--- src/core/schs_defines.vh ---
// shared constants for the stop-clock and halt sequencer
`ifndef SCHS_DEFINES_VH
`define SCHS_DEFINES_VH
`define SCHS_ST_W 3
`define SCHS_ST_RUN 3'h0
`define SCHS_ST_HALTED 3'h1
`define SCHS_ST_STOPGNT 3'h2
`define SCHS_ST_INTA 3'h3
`define SCHS_ST_DESC 3'h4
`define SCHS_ST_FETCH 3'h5
`define SCHS_ST_ISR 3'h6
`define SCHS_CYC_W 2
`define SCHS_CYC_HALT 2'h1
`define SCHS_CYC_STOPGNT 2'h2
`define SCHS_INTA_CYCLES 2'h2
`endif

--- src/core/schs_cycle_gen.v ---
// special bus cycle issuer: one request becomes one strobe with its code
`timescale 1ns/1ns
`include "schs_defines.vh"
module schs_cycle_gen (
  input wire clock_i,
  input wire rst_i,
  input wire req_i,
  input wire [`SCHS_CYC_W-1:0] code_i,
  output reg cyc_valid_o,
  output reg [`SCHS_CYC_W-1:0] cyc_code_o
);
  always @(posedge clock_i) begin
    if (rst_i) begin
      cyc_valid_o <= 1'b0;
      cyc_code_o <= {`SCHS_CYC_W{1'b0}};
    end else begin
      cyc_valid_o <= req_i;
      if (req_i) begin
        cyc_code_o <= code_i;
      end
    end
  end
endmodule

--- src/core/schs_sequencer.v ---
// stop-clock and halt state sequencer
// Summary of operation
// - stop request during resume instruction: finish it, grant cycle, stop
// - resume into halt only with auto halt restart enabled
// - resume into halt issues halt cycle, after stop request drops if no interrupt is pending
// - executing the halt instruction issues a halt cycle
// - interrupt while stop held: stay stopped, no interrupt bus activity
// - stop released with interrupt pending starts the service routine
// - service order: acknowledge cycles, descriptor read, first fetch
// - enabled interrupt when halted or released stop is serviced
// - stop request recognised only at an instruction boundary
`timescale 1ns/1ns
`include "schs_defines.vh"
module schs_sequencer (
  input wire clock_i,
  input wire rst_i,
  input wire stop_clock_request_n_i,
  input wire intr_i,
  input wire int_enable_i,
  input wire auto_halt_restart_i,
  input wire insn_boundary_i,
  input wire halt_instruction_i,
  input wire management_mode_resume_instruction_i,
  input wire resume_to_halt_i,
  input wire bus_done_i,
  output reg inta_cycle_o,
  output reg desc_read_o,
  output reg isr_fetch_o,
  output reg isr_start_o,
  output reg halted_o,
  output reg stop_granted_o,
  output wire special_valid_o,
  output wire [`SCHS_CYC_W-1:0] special_code_o
);
  reg [`SCHS_ST_W-1:0] state_q;
  reg [`SCHS_ST_W-1:0] state_d;
  // halt cycle still owed by a resume into halt that met a stop request
  reg halt_owed_q;
  reg halt_owed_d;
  // counts finished acknowledge cycles
  reg [1:0] inta_cnt_q;
  reg [1:0] inta_cnt_d;
  // one-cycle request into the special cycle register
  reg cyc_req;
  reg [`SCHS_CYC_W-1:0] cyc_code;
  // the request pin is active low
  wire stop_req;
  // a masked interrupt is invisible to the whole machine
  wire irq;

  assign stop_req = ~stop_clock_request_n_i;
  assign irq = intr_i & int_enable_i;

  // shared state compare for the decode and the output flops
  function schs_in_state;
    input [`SCHS_ST_W-1:0] st;
    input [`SCHS_ST_W-1:0] code;
    begin
      schs_in_state = (st == code);
    end
  endfunction

  // resume lands in halt only with the restart option on
  function schs_resume_halts;
    input resume;
    input to_halt;
    input restart_on;
    begin
      schs_resume_halts = resume & to_halt & restart_on;
    end
  endfunction

  // acknowledge phase ends on the last of its fixed bus cycles
  function schs_last_inta;
    input [1:0] cnt;
    begin
      schs_last_inta = (cnt == `SCHS_INTA_CYCLES - 2'h1);
    end
  endfunction

  // leaving stop grant: a pending interrupt wins over an owed halt
  // cycle, which is then dropped rather than issued late
  function [`SCHS_ST_W-1:0] schs_wake_state;
    input irq_pending;
    input halt_owed;
    begin
      if (irq_pending) begin
        schs_wake_state = `SCHS_ST_INTA;
      end else if (halt_owed) begin
        schs_wake_state = `SCHS_ST_HALTED;
      end else begin
        schs_wake_state = `SCHS_ST_RUN;
      end
    end
  endfunction

  always @* begin
    state_d = state_q;
    halt_owed_d = halt_owed_q;
    inta_cnt_d = inta_cnt_q;
    cyc_req = 1'b0;
    cyc_code = `SCHS_CYC_HALT;
    case (state_q)
      `SCHS_ST_RUN: begin
        // only boundaries may act; a resume instruction completes first
        // priority at a boundary: stop, then resume into halt, then interrupt, then halt instruction
        if (insn_boundary_i) begin
          if (schs_resume_halts(management_mode_resume_instruction_i,
              resume_to_halt_i, auto_halt_restart_i)) begin
            if (stop_req) begin
              state_d = `SCHS_ST_STOPGNT;
              halt_owed_d = 1'b1;
              cyc_req = 1'b1;
              cyc_code = `SCHS_CYC_STOPGNT;
            end else begin
              state_d = `SCHS_ST_HALTED;
              cyc_req = 1'b1;
            end
          end else if (stop_req) begin
            state_d = `SCHS_ST_STOPGNT;
            cyc_req = 1'b1;
            cyc_code = `SCHS_CYC_STOPGNT;
          end else if (irq) begin
            state_d = `SCHS_ST_INTA;
            inta_cnt_d = 2'h0;
          end else if (halt_instruction_i) begin
            state_d = `SCHS_ST_HALTED;
            cyc_req = 1'b1;
          end
        end
      end
      `SCHS_ST_HALTED: begin
        // already at a boundary, so a stop request acts at once
        if (stop_req) begin
          state_d = `SCHS_ST_STOPGNT;
          cyc_req = 1'b1;
          cyc_code = `SCHS_CYC_STOPGNT;
        end else if (irq) begin
          state_d = `SCHS_ST_INTA;
          inta_cnt_d = 2'h0;
        end
      end
      `SCHS_ST_STOPGNT: begin
        // held here while requested, whatever interrupts arrive
        if (!stop_req) begin
          state_d = schs_wake_state(irq, halt_owed_q);
          inta_cnt_d = 2'h0;
          halt_owed_d = 1'b0;
          // owed halt cycle goes out only if no interrupt took over
          cyc_req = schs_in_state(state_d, `SCHS_ST_HALTED);
        end
      end
      `SCHS_ST_INTA: begin
        // stop requests wait until the service sequence is over
        if (bus_done_i) begin
          if (schs_last_inta(inta_cnt_q)) begin
            state_d = `SCHS_ST_DESC;
          end else begin
            inta_cnt_d = inta_cnt_q + 2'h1;
          end
        end
      end
      `SCHS_ST_DESC: begin
        // one descriptor read, ended by the bus
        if (bus_done_i) begin
          state_d = `SCHS_ST_FETCH;
        end
      end
      `SCHS_ST_FETCH: begin
        // first routine fetch, ended by the bus
        if (bus_done_i) begin
          state_d = `SCHS_ST_ISR;
        end
      end
      `SCHS_ST_ISR: begin
        // one cycle to mark the start of the routine
        state_d = `SCHS_ST_RUN;
      end
      default: begin
        // unused codes fall back to normal execution
        state_d = `SCHS_ST_RUN;
      end
    endcase
  end

  always @(posedge clock_i) begin
    if (rst_i) begin
      state_q <= `SCHS_ST_RUN;
      halt_owed_q <= 1'b0;
      inta_cnt_q <= 2'h0;
      inta_cycle_o <= 1'b0;
      desc_read_o <= 1'b0;
      isr_fetch_o <= 1'b0;
      isr_start_o <= 1'b0;
      halted_o <= 1'b0;
      stop_granted_o <= 1'b0;
    end else begin
      state_q <= state_d;
      halt_owed_q <= halt_owed_d;
      inta_cnt_q <= inta_cnt_d;
      // decoded from the next state so the outputs change at the deciding
      // edge, together with the special cycle strobe
      inta_cycle_o <= schs_in_state(state_d, `SCHS_ST_INTA);
      desc_read_o <= schs_in_state(state_d, `SCHS_ST_DESC);
      isr_fetch_o <= schs_in_state(state_d, `SCHS_ST_FETCH);
      isr_start_o <= schs_in_state(state_d, `SCHS_ST_ISR);
      halted_o <= schs_in_state(state_d, `SCHS_ST_HALTED);
      stop_granted_o <= schs_in_state(state_d, `SCHS_ST_STOPGNT);
    end
  end

  // strobe and code leave through their own flops
  schs_cycle_gen u_cyc (
    .clock_i(clock_i),
    .rst_i(rst_i),
    .req_i(cyc_req),
    .code_i(cyc_code),
    .cyc_valid_o(special_valid_o),
    .cyc_code_o(special_code_o)
  );
endmodule

--- config.mk ---
export PLATFORM = sky130hd
export DESIGN_NAME = schs_sequencer
export DESIGN_NICKNAME = d
export VERILOG_FILES = /design/src/core/schs_cycle_gen.v /design/src/core/schs_sequencer.v
export VERILOG_INCLUDE_DIRS = /design/src /design/src/core
export SDC_FILE = /design/constraint.sdc
export NUM_CORES = 1
export LEC_CHECK = 0
export BUFFER_PORTS_ARGS = -buffer_cell sky130_fd_sc_hd__clkbuf_2
export CAP_MARGIN = 20
export CORE_MARGIN = 10
export CORE_UTILIZATION = 49
export CTS_CLUSTER_DIAMETER = 200
export DETAILED_ROUTE_END_ITERATION = 16
export PLACE_DENSITY = 0.75
export REMOVE_ABC_BUFFERS = 1
export SLEW_MARGIN = 20
export SYNTH_ARGS = -nofsm -noshare
export SYNTH_HDL_FRONTEND = slang
export SYNTH_SLANG_ARGS = --single-unit
--- constraint.sdc ---
create_clock -name clock_i -period 2.1 [get_ports clock_i]
set_clock_uncertainty 0.1 [all_clocks]
set_input_delay 0.21 -clock clock_i [delete_from_list [all_inputs] [get_ports clock_i]]
set_output_delay 0.21 -clock clock_i [all_outputs]
set_load 0.005 [all_outputs]
==> results of run 1 <==
[kinds of logic (layout without fill, tap and decap cells)]
logic type	Yosys count	in the layout
simple gates	32	32
xor+xnor	2	2
buf+inv	12	32
flops	15	15
fa+ha+maj	1	1
compound gates	23	23
[layout make-up]
| type | count | area [µm²] |
|---|---|---|
| fill | 130 | 606 |
| multi-input combinational | 58 | 403 |
| sequential | 15 | 300 |
| timing repair buffer | 20 | 103 |
| inverter | 8 | 30.0 |
| clock buffer | 3 | 22.5 |
| tap | 16 | 20.0 |
| clock inverter | 1 | 5.00 |
[worst max-delay path: stages, from the launching register on]
cell	delay [ns]
dfxtp_1	0.63
nand2_1	0.14
o32a_1	0.33
and3_1	0.21
nor4b_2	0.28
[metal layers]
metal,vias to the layer above,GRT usage [%],wire (µm)
li1,360,-,-
met1,344,13.2,834
met2,26,16.6,913
met3,4,4.51,106
met4,0,5.90,25
met5,-,0,0
[through the flow]
| stage | hold slack (ns) | power, mW |
|---|---|---|
| 5_1_grt | 0.209 | 0.610 |
| 3_3_place_gp | 0.348 | 0.409 |
| 3_5_place_dp | 0.361 | 0.413 |
| 4_1_cts | 0.183 | 0.580 |
| 6_report | 0.176 | 0.580 |
| 2_1_floorplan | 0.179 | 0.373 |
[cells in the final DEF, fill, tap and decap left out, types with 2 or more instances in the layout]
cell type  instances
clkbuf_2          19
dfxtp_1           15
inv_1              8
nand2_1            5
nor2_1             5
a21oi_1            4
and3_1             3
nor2b_1            3
nor3b_1            3
clkbuf_4           3
nor4b_2            2
or4_1              2
o21ai_0            2
[power by group]
part	total [mW]	internal [mW]	switching (mW)
clock network	0.172	0.0709	0.101
logic	0.0961	0.0438	0.0522
registers	0.311	0.297	0.0144
total	0.580	0.412	0.168
[path summary, 6_finish.rpt]
kind,from,to
min reg2reg,u_cyc.cyc_code_o[0]$_SDFFE_PP0P_,u_cyc.cyc_code_o[0]$_SDFFE_PP0P_
max,state_q[1]$_SDFF_PP0_,halted_o$_SDFF_PP0_
max reg2reg,state_q[1]$_SDFF_PP0_,halted_o$_SDFF_PP0_
min,rst_i,inta_cnt_q[0]$_SDFFE_PP0P_
==> flow_summary_export.csv, run 1 <==
group,metric,value,unit
timing,finalCritPeriodShare,84.8,%
timing,hold_violations,0,
setup_path,end_kind,"flip-flop",
setup_path,critical_path_class,"reg -> reg",
clock_tree,h-tree-depth,1,
die,core,1490,µm²
setup_path,cp-start-kind,"flip-flop",
synthesis,synth-compound-area-share,21.9,%
final_layout,top_regs,"state_q (3), inta_cnt_q (2), u_cyc.cyc_code_o (2)",
pwr,peakVddDrop,0.393,mV
setup_path,worst_ep_arrival_time,1.88,ns
synthesis,synth_xor_area_share,2.31,%
route,vias,734,
global_route,grt_pass1_wl,3090,µm
synthesis,synth.mux.area_fraction,0,%
place,gp_congestion,0.838,
synthesis,netlist.area_leader.share,39.6,%
clock_tree,clk_pin_slew,0.10,ns
die,start_util,50.9,%
min_path,holdCritPathClass,"in -> reg",
synthesis,yosysMostFrequentCell,"dfxtp_1",
timing,clock.fmax,561,MHz
place,placed_area,856,µm²
route,vias_per_cell,6.07,
clock_tree,cts_tree,"yes",
route,firstDrtPassIters,4,
clock_tree,cts_hold_buf,0,
setup_path,worstRegToRegCells,4,
synthesis,synthAdderAreaFrac,1.65,%
die,pin_count,20,
place,dp_slack,0.341,ns
global_route,antenna_found_initial,0,
final_layout,final_core_util,59.3,%
place,post-place-cells,117,
clock_tree,clock_path_buffers,2,
synthesis,synth_area_leaders,"dfxtp_1 (40%), inv_1 (4.0%), nor4b_2 (4.0%)",
synthesis,synth_area,758,µm²
die,die_y,59.3,µm
timing,rsz0062_at_grt,"no",
global_route,grt_pass1_vias,691,
clock_tree,cts_resized,0,
job,cap_violations,0,
place,io_buffer_count,19,
synthesis,avgSynthCellArea,8.92,µm²
timing,setup_viol_count_final,0,
timing,worst_slew_pin_slew,0.566,ns
run_status,status,"completed",
final_layout,largest_reg_flops,3,
die,die_x,59.3,µm
pwr,leakagePower,0.375,nW
final_layout,layout-drive-gt1-share,25.7,%
die,die-area,3520,µm²
final_layout,nNetsFinal,118,
synthesis,synthTopCellsByCount,"dfxtp_1 (15), inv_1 (8), nand2_1 (5), nor2_1 (5), a21oi_1 (4)",
timing,period_needed,1.78,ns
timing,fin_tns_setup,0,ns
route,wl_per_cell,15.5,µm
route,first_iter_violations,17,
place,dpl.hpwl,1400,µm
die,rows,14,
clock_tree,cts.sinks,15,
final_layout,largest-register,"state_q",
synthesis,ys_seq_area_share,39.6,%
clock_tree,post_cts_buffers,0,
clock_tree,clockRootBuffer,"clkbuf_4",
synthesis,yosysTopAreaCell,"dfxtp_1",
route,wirelength,1880,µm
route,ant_nets,0,
synthesis,yosys_warnings,0,
synthesis,synthSimpleGateAreaFrac,27.2,%
synthesis,synth-edff-count,0,
final_layout,fin_cells,121,
pwr,powerDensity,656,nW/µm²
global_route,grt_overflow_total,0,
setup_path,reg2reg_slack,0.32,ns
timing,maxSlewHeadroom,61.3,%
final_layout,stdcell_area,883,µm²
global_route,track_usage,11.1,%
timing,fin_ws,0.319,ns
clock_tree,cts_made_buffers,3,
synthesis,ys.flop_type,"dfxtp_1",
synthesis,ys_types,43,
synthesis,synth_top_family_by_area,"simple AND/OR/NAND/NOR gates",
setup_path,required,2.20,ns
setup_path,cp_max_fo,15,
clock_tree,clk_latency,0.29,ns
final_layout,areaGrowthSynthToFinish,16.5,%
global_route,grt_max_degree,16,
final_layout,diodes,0,
route,drc,0,
min_path,hold_path_depth,2,
synthesis,syn_inst,85,
timing,drv_slew,0,
synthesis,synth-seq-cells,15,
synthesis,async_reset_ff_share,0,%
No activity file was read; power rests on OpenSTA's default activity.
==> run 2: changes to the inputs <==
--- a/config.mk
+++ b/config.mk
@@ -6,13 +6,14 @@
 export SDC_FILE = /design/constraint.sdc
 export NUM_CORES = 1
 export LEC_CHECK = 0
+export ABC_AREA = 1
 export BUFFER_PORTS_ARGS = -buffer_cell sky130_fd_sc_hd__clkbuf_2
 export CAP_MARGIN = 20
 export CORE_MARGIN = 10
-export CORE_UTILIZATION = 49
+export CORE_UTILIZATION = 47
 export CTS_CLUSTER_DIAMETER = 200
 export DETAILED_ROUTE_END_ITERATION = 16
-export PLACE_DENSITY = 0.75
+export PLACE_DENSITY = 0.74
 export REMOVE_ABC_BUFFERS = 1
 export SLEW_MARGIN = 20
 export SYNTH_ARGS = -nofsm -noshare
==> constraint.sdc (replaced) <==
create_clock -name clock_i -period 1.6 [get_ports clock_i]
set_clock_uncertainty 0.1 [all_clocks]
set_input_delay 0.16 -clock clock_i [delete_from_list [all_inputs] [get_ports clock_i]]
set_output_delay 0.16 -clock clock_i [all_outputs]
set_load 0.005 [all_outputs]
==> run 2 against run 1 <==
Effect of this change:
- register-to-register slack worse by 0.16 ns
- worst setup slack worse by 0.16 ns
- sequential power up 35%
- combinational power up 140%
- power up 50%
- critical path depth up 2
- global-route usage down 0.17 points
- highest routed layer unchanged
==> flow_summary_export.csv, run 2 <==
group,metric,value,unit
timing,finalCritPeriodShare,89.8,%
setup_path,crit_buf_inv,1,
route,vias_per_cell,5.28,
synthesis,synthAdderAreaFrac,1.40,%
synthesis,yosysTopAreaCell,"dfxtp_1",
setup_path,required,1.70,ns
timing,setup_viol_count_final,0,
setup_path,cp-start-kind,"flip-flop",
place,placed_area,1010,µm²
pwr,clkPwrFrac,24.7,%
route,vias,955,
route,wl_per_cell,12.2,µm
place,io_buffer_count,19,
synthesis,ys_seq_area_share,33.5,%
route,first_iter_violations,32,
synthesis,synthTopCellsByCount,"nand2_1 (29), nor2_1 (24), nand3_1 (19), dfxtp_1 (15), inv_1 (13)",
setup_path,reg2reg_slack,0.16,ns
timing,rsz0062_at_grt,"no",
global_route,grt_overflow_total,0,
setup_path,reg2reg_from,"state_q[2]$_SDFF_PP0_",
route,firstDrtPassIters,4,
timing,maxSlewHeadroom,80.2,%
clock_tree,cts_resized,0,
synthesis,ys.flop_type,"dfxtp_1",
global_route,grt_max_degree,10,
timing,fin_ws,0.163,ns
clock_tree,clk_latency,0.29,ns
setup_path,cp_top_family,"flip-flops",
pwr,peakVddDrop,0.667,mV
setup_path,crit_chain,"inv_2 > nand3_1 > nor2_1 > nor2_2 > nand3_1 > a21oi_1",
timing,clock.fmax,696,MHz
die,die-area,4050,µm²
final_layout,largest_reg_flops,3,
setup_path,worstRegToRegCells,6,
synthesis,synth.mux.area_fraction,0,%
timing,hold_violations,0,
pwr,p_switching,0.290,mW
setup_path,cp_max_fo,7,
synthesis,synth-edff-count,0,
clock_tree,cts_made_buffers,3,
synthesis,synth-compound-area-share,4.47,%
global_route,grt_pass1_vias,891,
global_route,grt_pass1_wl,3750,µm
clock_tree,h-tree-depth,1,
pwr,internal-power,0.581,mW
pwr,sequentialPowerShare,48.3,%
min_path,whs_endpoint,"isr_fetch_o$_SDFF_PP0_",
synthesis,synthSimpleGateAreaFrac,50.7,%
synthesis,ys_types,25,
die,die_x,63.7,µm
timing,fin_tns_setup,0,ns
setup_path,critPathSlowestCell,"dfxtp_1",
die,die_y,63.7,µm
pwr,leakagePower,0.539,nW
clock_tree,clock_path_buffers,2,
synthesis,synth_area,896,µm²
final_layout,diodes,0,
clock_tree,cts_tree,"yes",
final_layout,final_common_cell,"nand2_1",
timing,worst_slew_pin_slew,0.297,ns
timing,period_needed,1.44,ns
synthesis,avgSynthCellArea,6.64,µm²
synthesis,syn_inst,135,
run_status,status,"completed",
setup_path,cpMostUsedCell,"nand3_1",
setup_path,critical_path_class,"reg -> reg",
route,wirelength,2220,µm
final_layout,final_core_util,58.9,%
pwr,combPwrFrac,27.0,%
clock_tree,clockRootBuffer,"clkbuf_4",
die,start_util,50.8,%
synthesis,synth_top_family_by_area,"simple AND/OR/NAND/NOR gates",
final_layout,largest-register,"state_q",
min_path,hold_path_depth,2,
route,drc,0,
place,dpl.hpwl,1820,µm
clock_tree,post_cts_buffers,0,
synthesis,synth_area_leaders,"dfxtp_1 (34%), nand2_1 (12%), nand3_1 (11%)",
synthesis,netlist.area_leader.share,33.5,%
final_layout,nNetsFinal,169,
place,gp_congestion,0.965,
min_path,hp-start,"rst_i",
pwr,switching_share,33.3,%
setup_path,r2r-end,"u_cyc.cyc_code_o[1]$_SDFFE_PP0P_",
setup_path,end_kind,"flip-flop",
route,ant_nets,0,
clock_tree,cts.sinks,15,
synthesis,yosys_warnings,0,
synthesis,synth-seq-cells,15,
synthesis,async_reset_ff_share,0,%
place,dp_slack,0.0880,ns
global_route,track_usage,11.0,%
clock_tree,cts_hold_buf,0,
synthesis,synth_xor_area_share,0,%
synthesis,yosysMostFrequentCell,"nand2_1",
clock_tree,clk_pin_slew,0.10,ns
min_path,holdCritPathClass,"in -> reg",
job,cap_violations,0,
pwr,powerDensity,838,nW/µm²
global_route,antenna_found_initial,0,
final_layout,top_regs,"state_q (3), inta_cnt_q (2), u_cyc.cyc_code_o (2)",
die,pin_count,20,
final_layout,final_cell_mix,"nand2_1 (29), nor2_1 (22), nand3_1 (19), clkbuf_2 (19), dfxtp_1 (14)",
final_layout,stdcell_area,1040,µm²
setup_path,worst_ep_arrival_time,1.54,ns
final_layout,layout-drive-gt1-share,29.5,%
die,rows,15,
die,core,1760,µm²
timing,drv_slew,0,
final_layout,fillers,189,
final_layout,areaGrowthSynthToFinish,16.1,%
setup_path,critPathMaxStageDelay,0.50,ns
## run 2: cells by family after synthesis
family                     count (synthesis)
DFF                                       15
adders and majority gates                  1
and+or+nand+nor                           91
AOI/OAI and AO/OA                          8
buffers and inverters                     20
## run 2: how the worst max path moves through the flow
stage | from | endpoint | slack (ns) | depth (start not counted)
detailed placement | state_q[0]$_SDFF_PP0_ | isr_start_o$_SDFF_PP0_ | 0.09 | 7
global placement | state_q[0]$_SDFF_PP0_ | stop_granted_o$_SDFF_PP0_ | 0.14 | 9
global route | inta_cnt_q[1]$_SDFFE_PP0P_ | inta_cnt_q[1]$_SDFFE_PP0P_ | 0.03 | 9
finish | state_q[2]$_SDFF_PP0_ | u_cyc.cyc_code_o[1]$_SDFFE_PP0P_ | 0.16 | 6
CTS | state_q[0]$_SDFF_PP0_ | inta_cnt_q[1]$_SDFFE_PP0P_ | 0.04 | 8
floorplan | state_q[0]$_SDFF_PP0_ | stop_granted_o$_SDFF_PP0_ | 0.26 | 9
## run 2: routing by layer
metal | part of all wire, % | wire, µm | GRT usage, % | vias up
met5 | 0 | 0 | 0 | -
met4 | 1.2 | 27 | 2.46 | 0
met3 | 8.7 | 193 | 4.77 | 7
met2 | 50 | 1110 | 18.3 | 40
met1 | 40 | 887 | 12.5 | 438
li1 | - | - | - | 470
## run 2: power groups by stage
stage | combinational (mW) | clock (mW) | sequential, mW
finish | 0.235 | 0.215 | 0.421
global route | 0.267 | 0.237 | 0.426
CTS | 0.233 | 0.221 | 0.421
detailed placement | 0.232 | 0 | 0.429
global placement | 0.227 | 0 | 0.428
floorplan | 0.158 | 0 | 0.428
## run 2: worst reg2reg max path, stage by stage, from the launching register on
cell and delay, ns:
dfxtp_1 0.50, inv_2 0.14, nand3_1 0.15, nor2_1 0.07, nor2_2 0.14, nand3_1 0.09, a21oi_1 0.16
## run 2: final cells by class
| type | count | area, µm² | share of cell area (%) |
|---|---|---|---|
| multi-input combinational | 100 | 512 | 49.2 |
| sequential | 15 | 302 | 29.0 |
| timing repair buffer | 20 | 103 | 9.87 |
| inverter | 17 | 65.1 | 6.26 |
| tap | 25 | 31.3 | 3.01 |
| clock buffer | 3 | 22.5 | 2.17 |
| clock inverter | 1 | 5.00 | 0.481 |
## run 2: per-stage QoR
| stage | power (mW) | hold slack (ns) | cells |
|---|---|---|---|
| finish | 0.872 | 0.0267 | 181 |
| global route | 0.929 | 0.0260 | 181 |
| CTS | 0.876 | 0.0239 | 181 |
| detailed placement | 0.661 | 0.336 | 177 |
| global placement | 0.654 | 0.329 | 177 |
| floorplan | 0.586 | 0.129 | 132 |
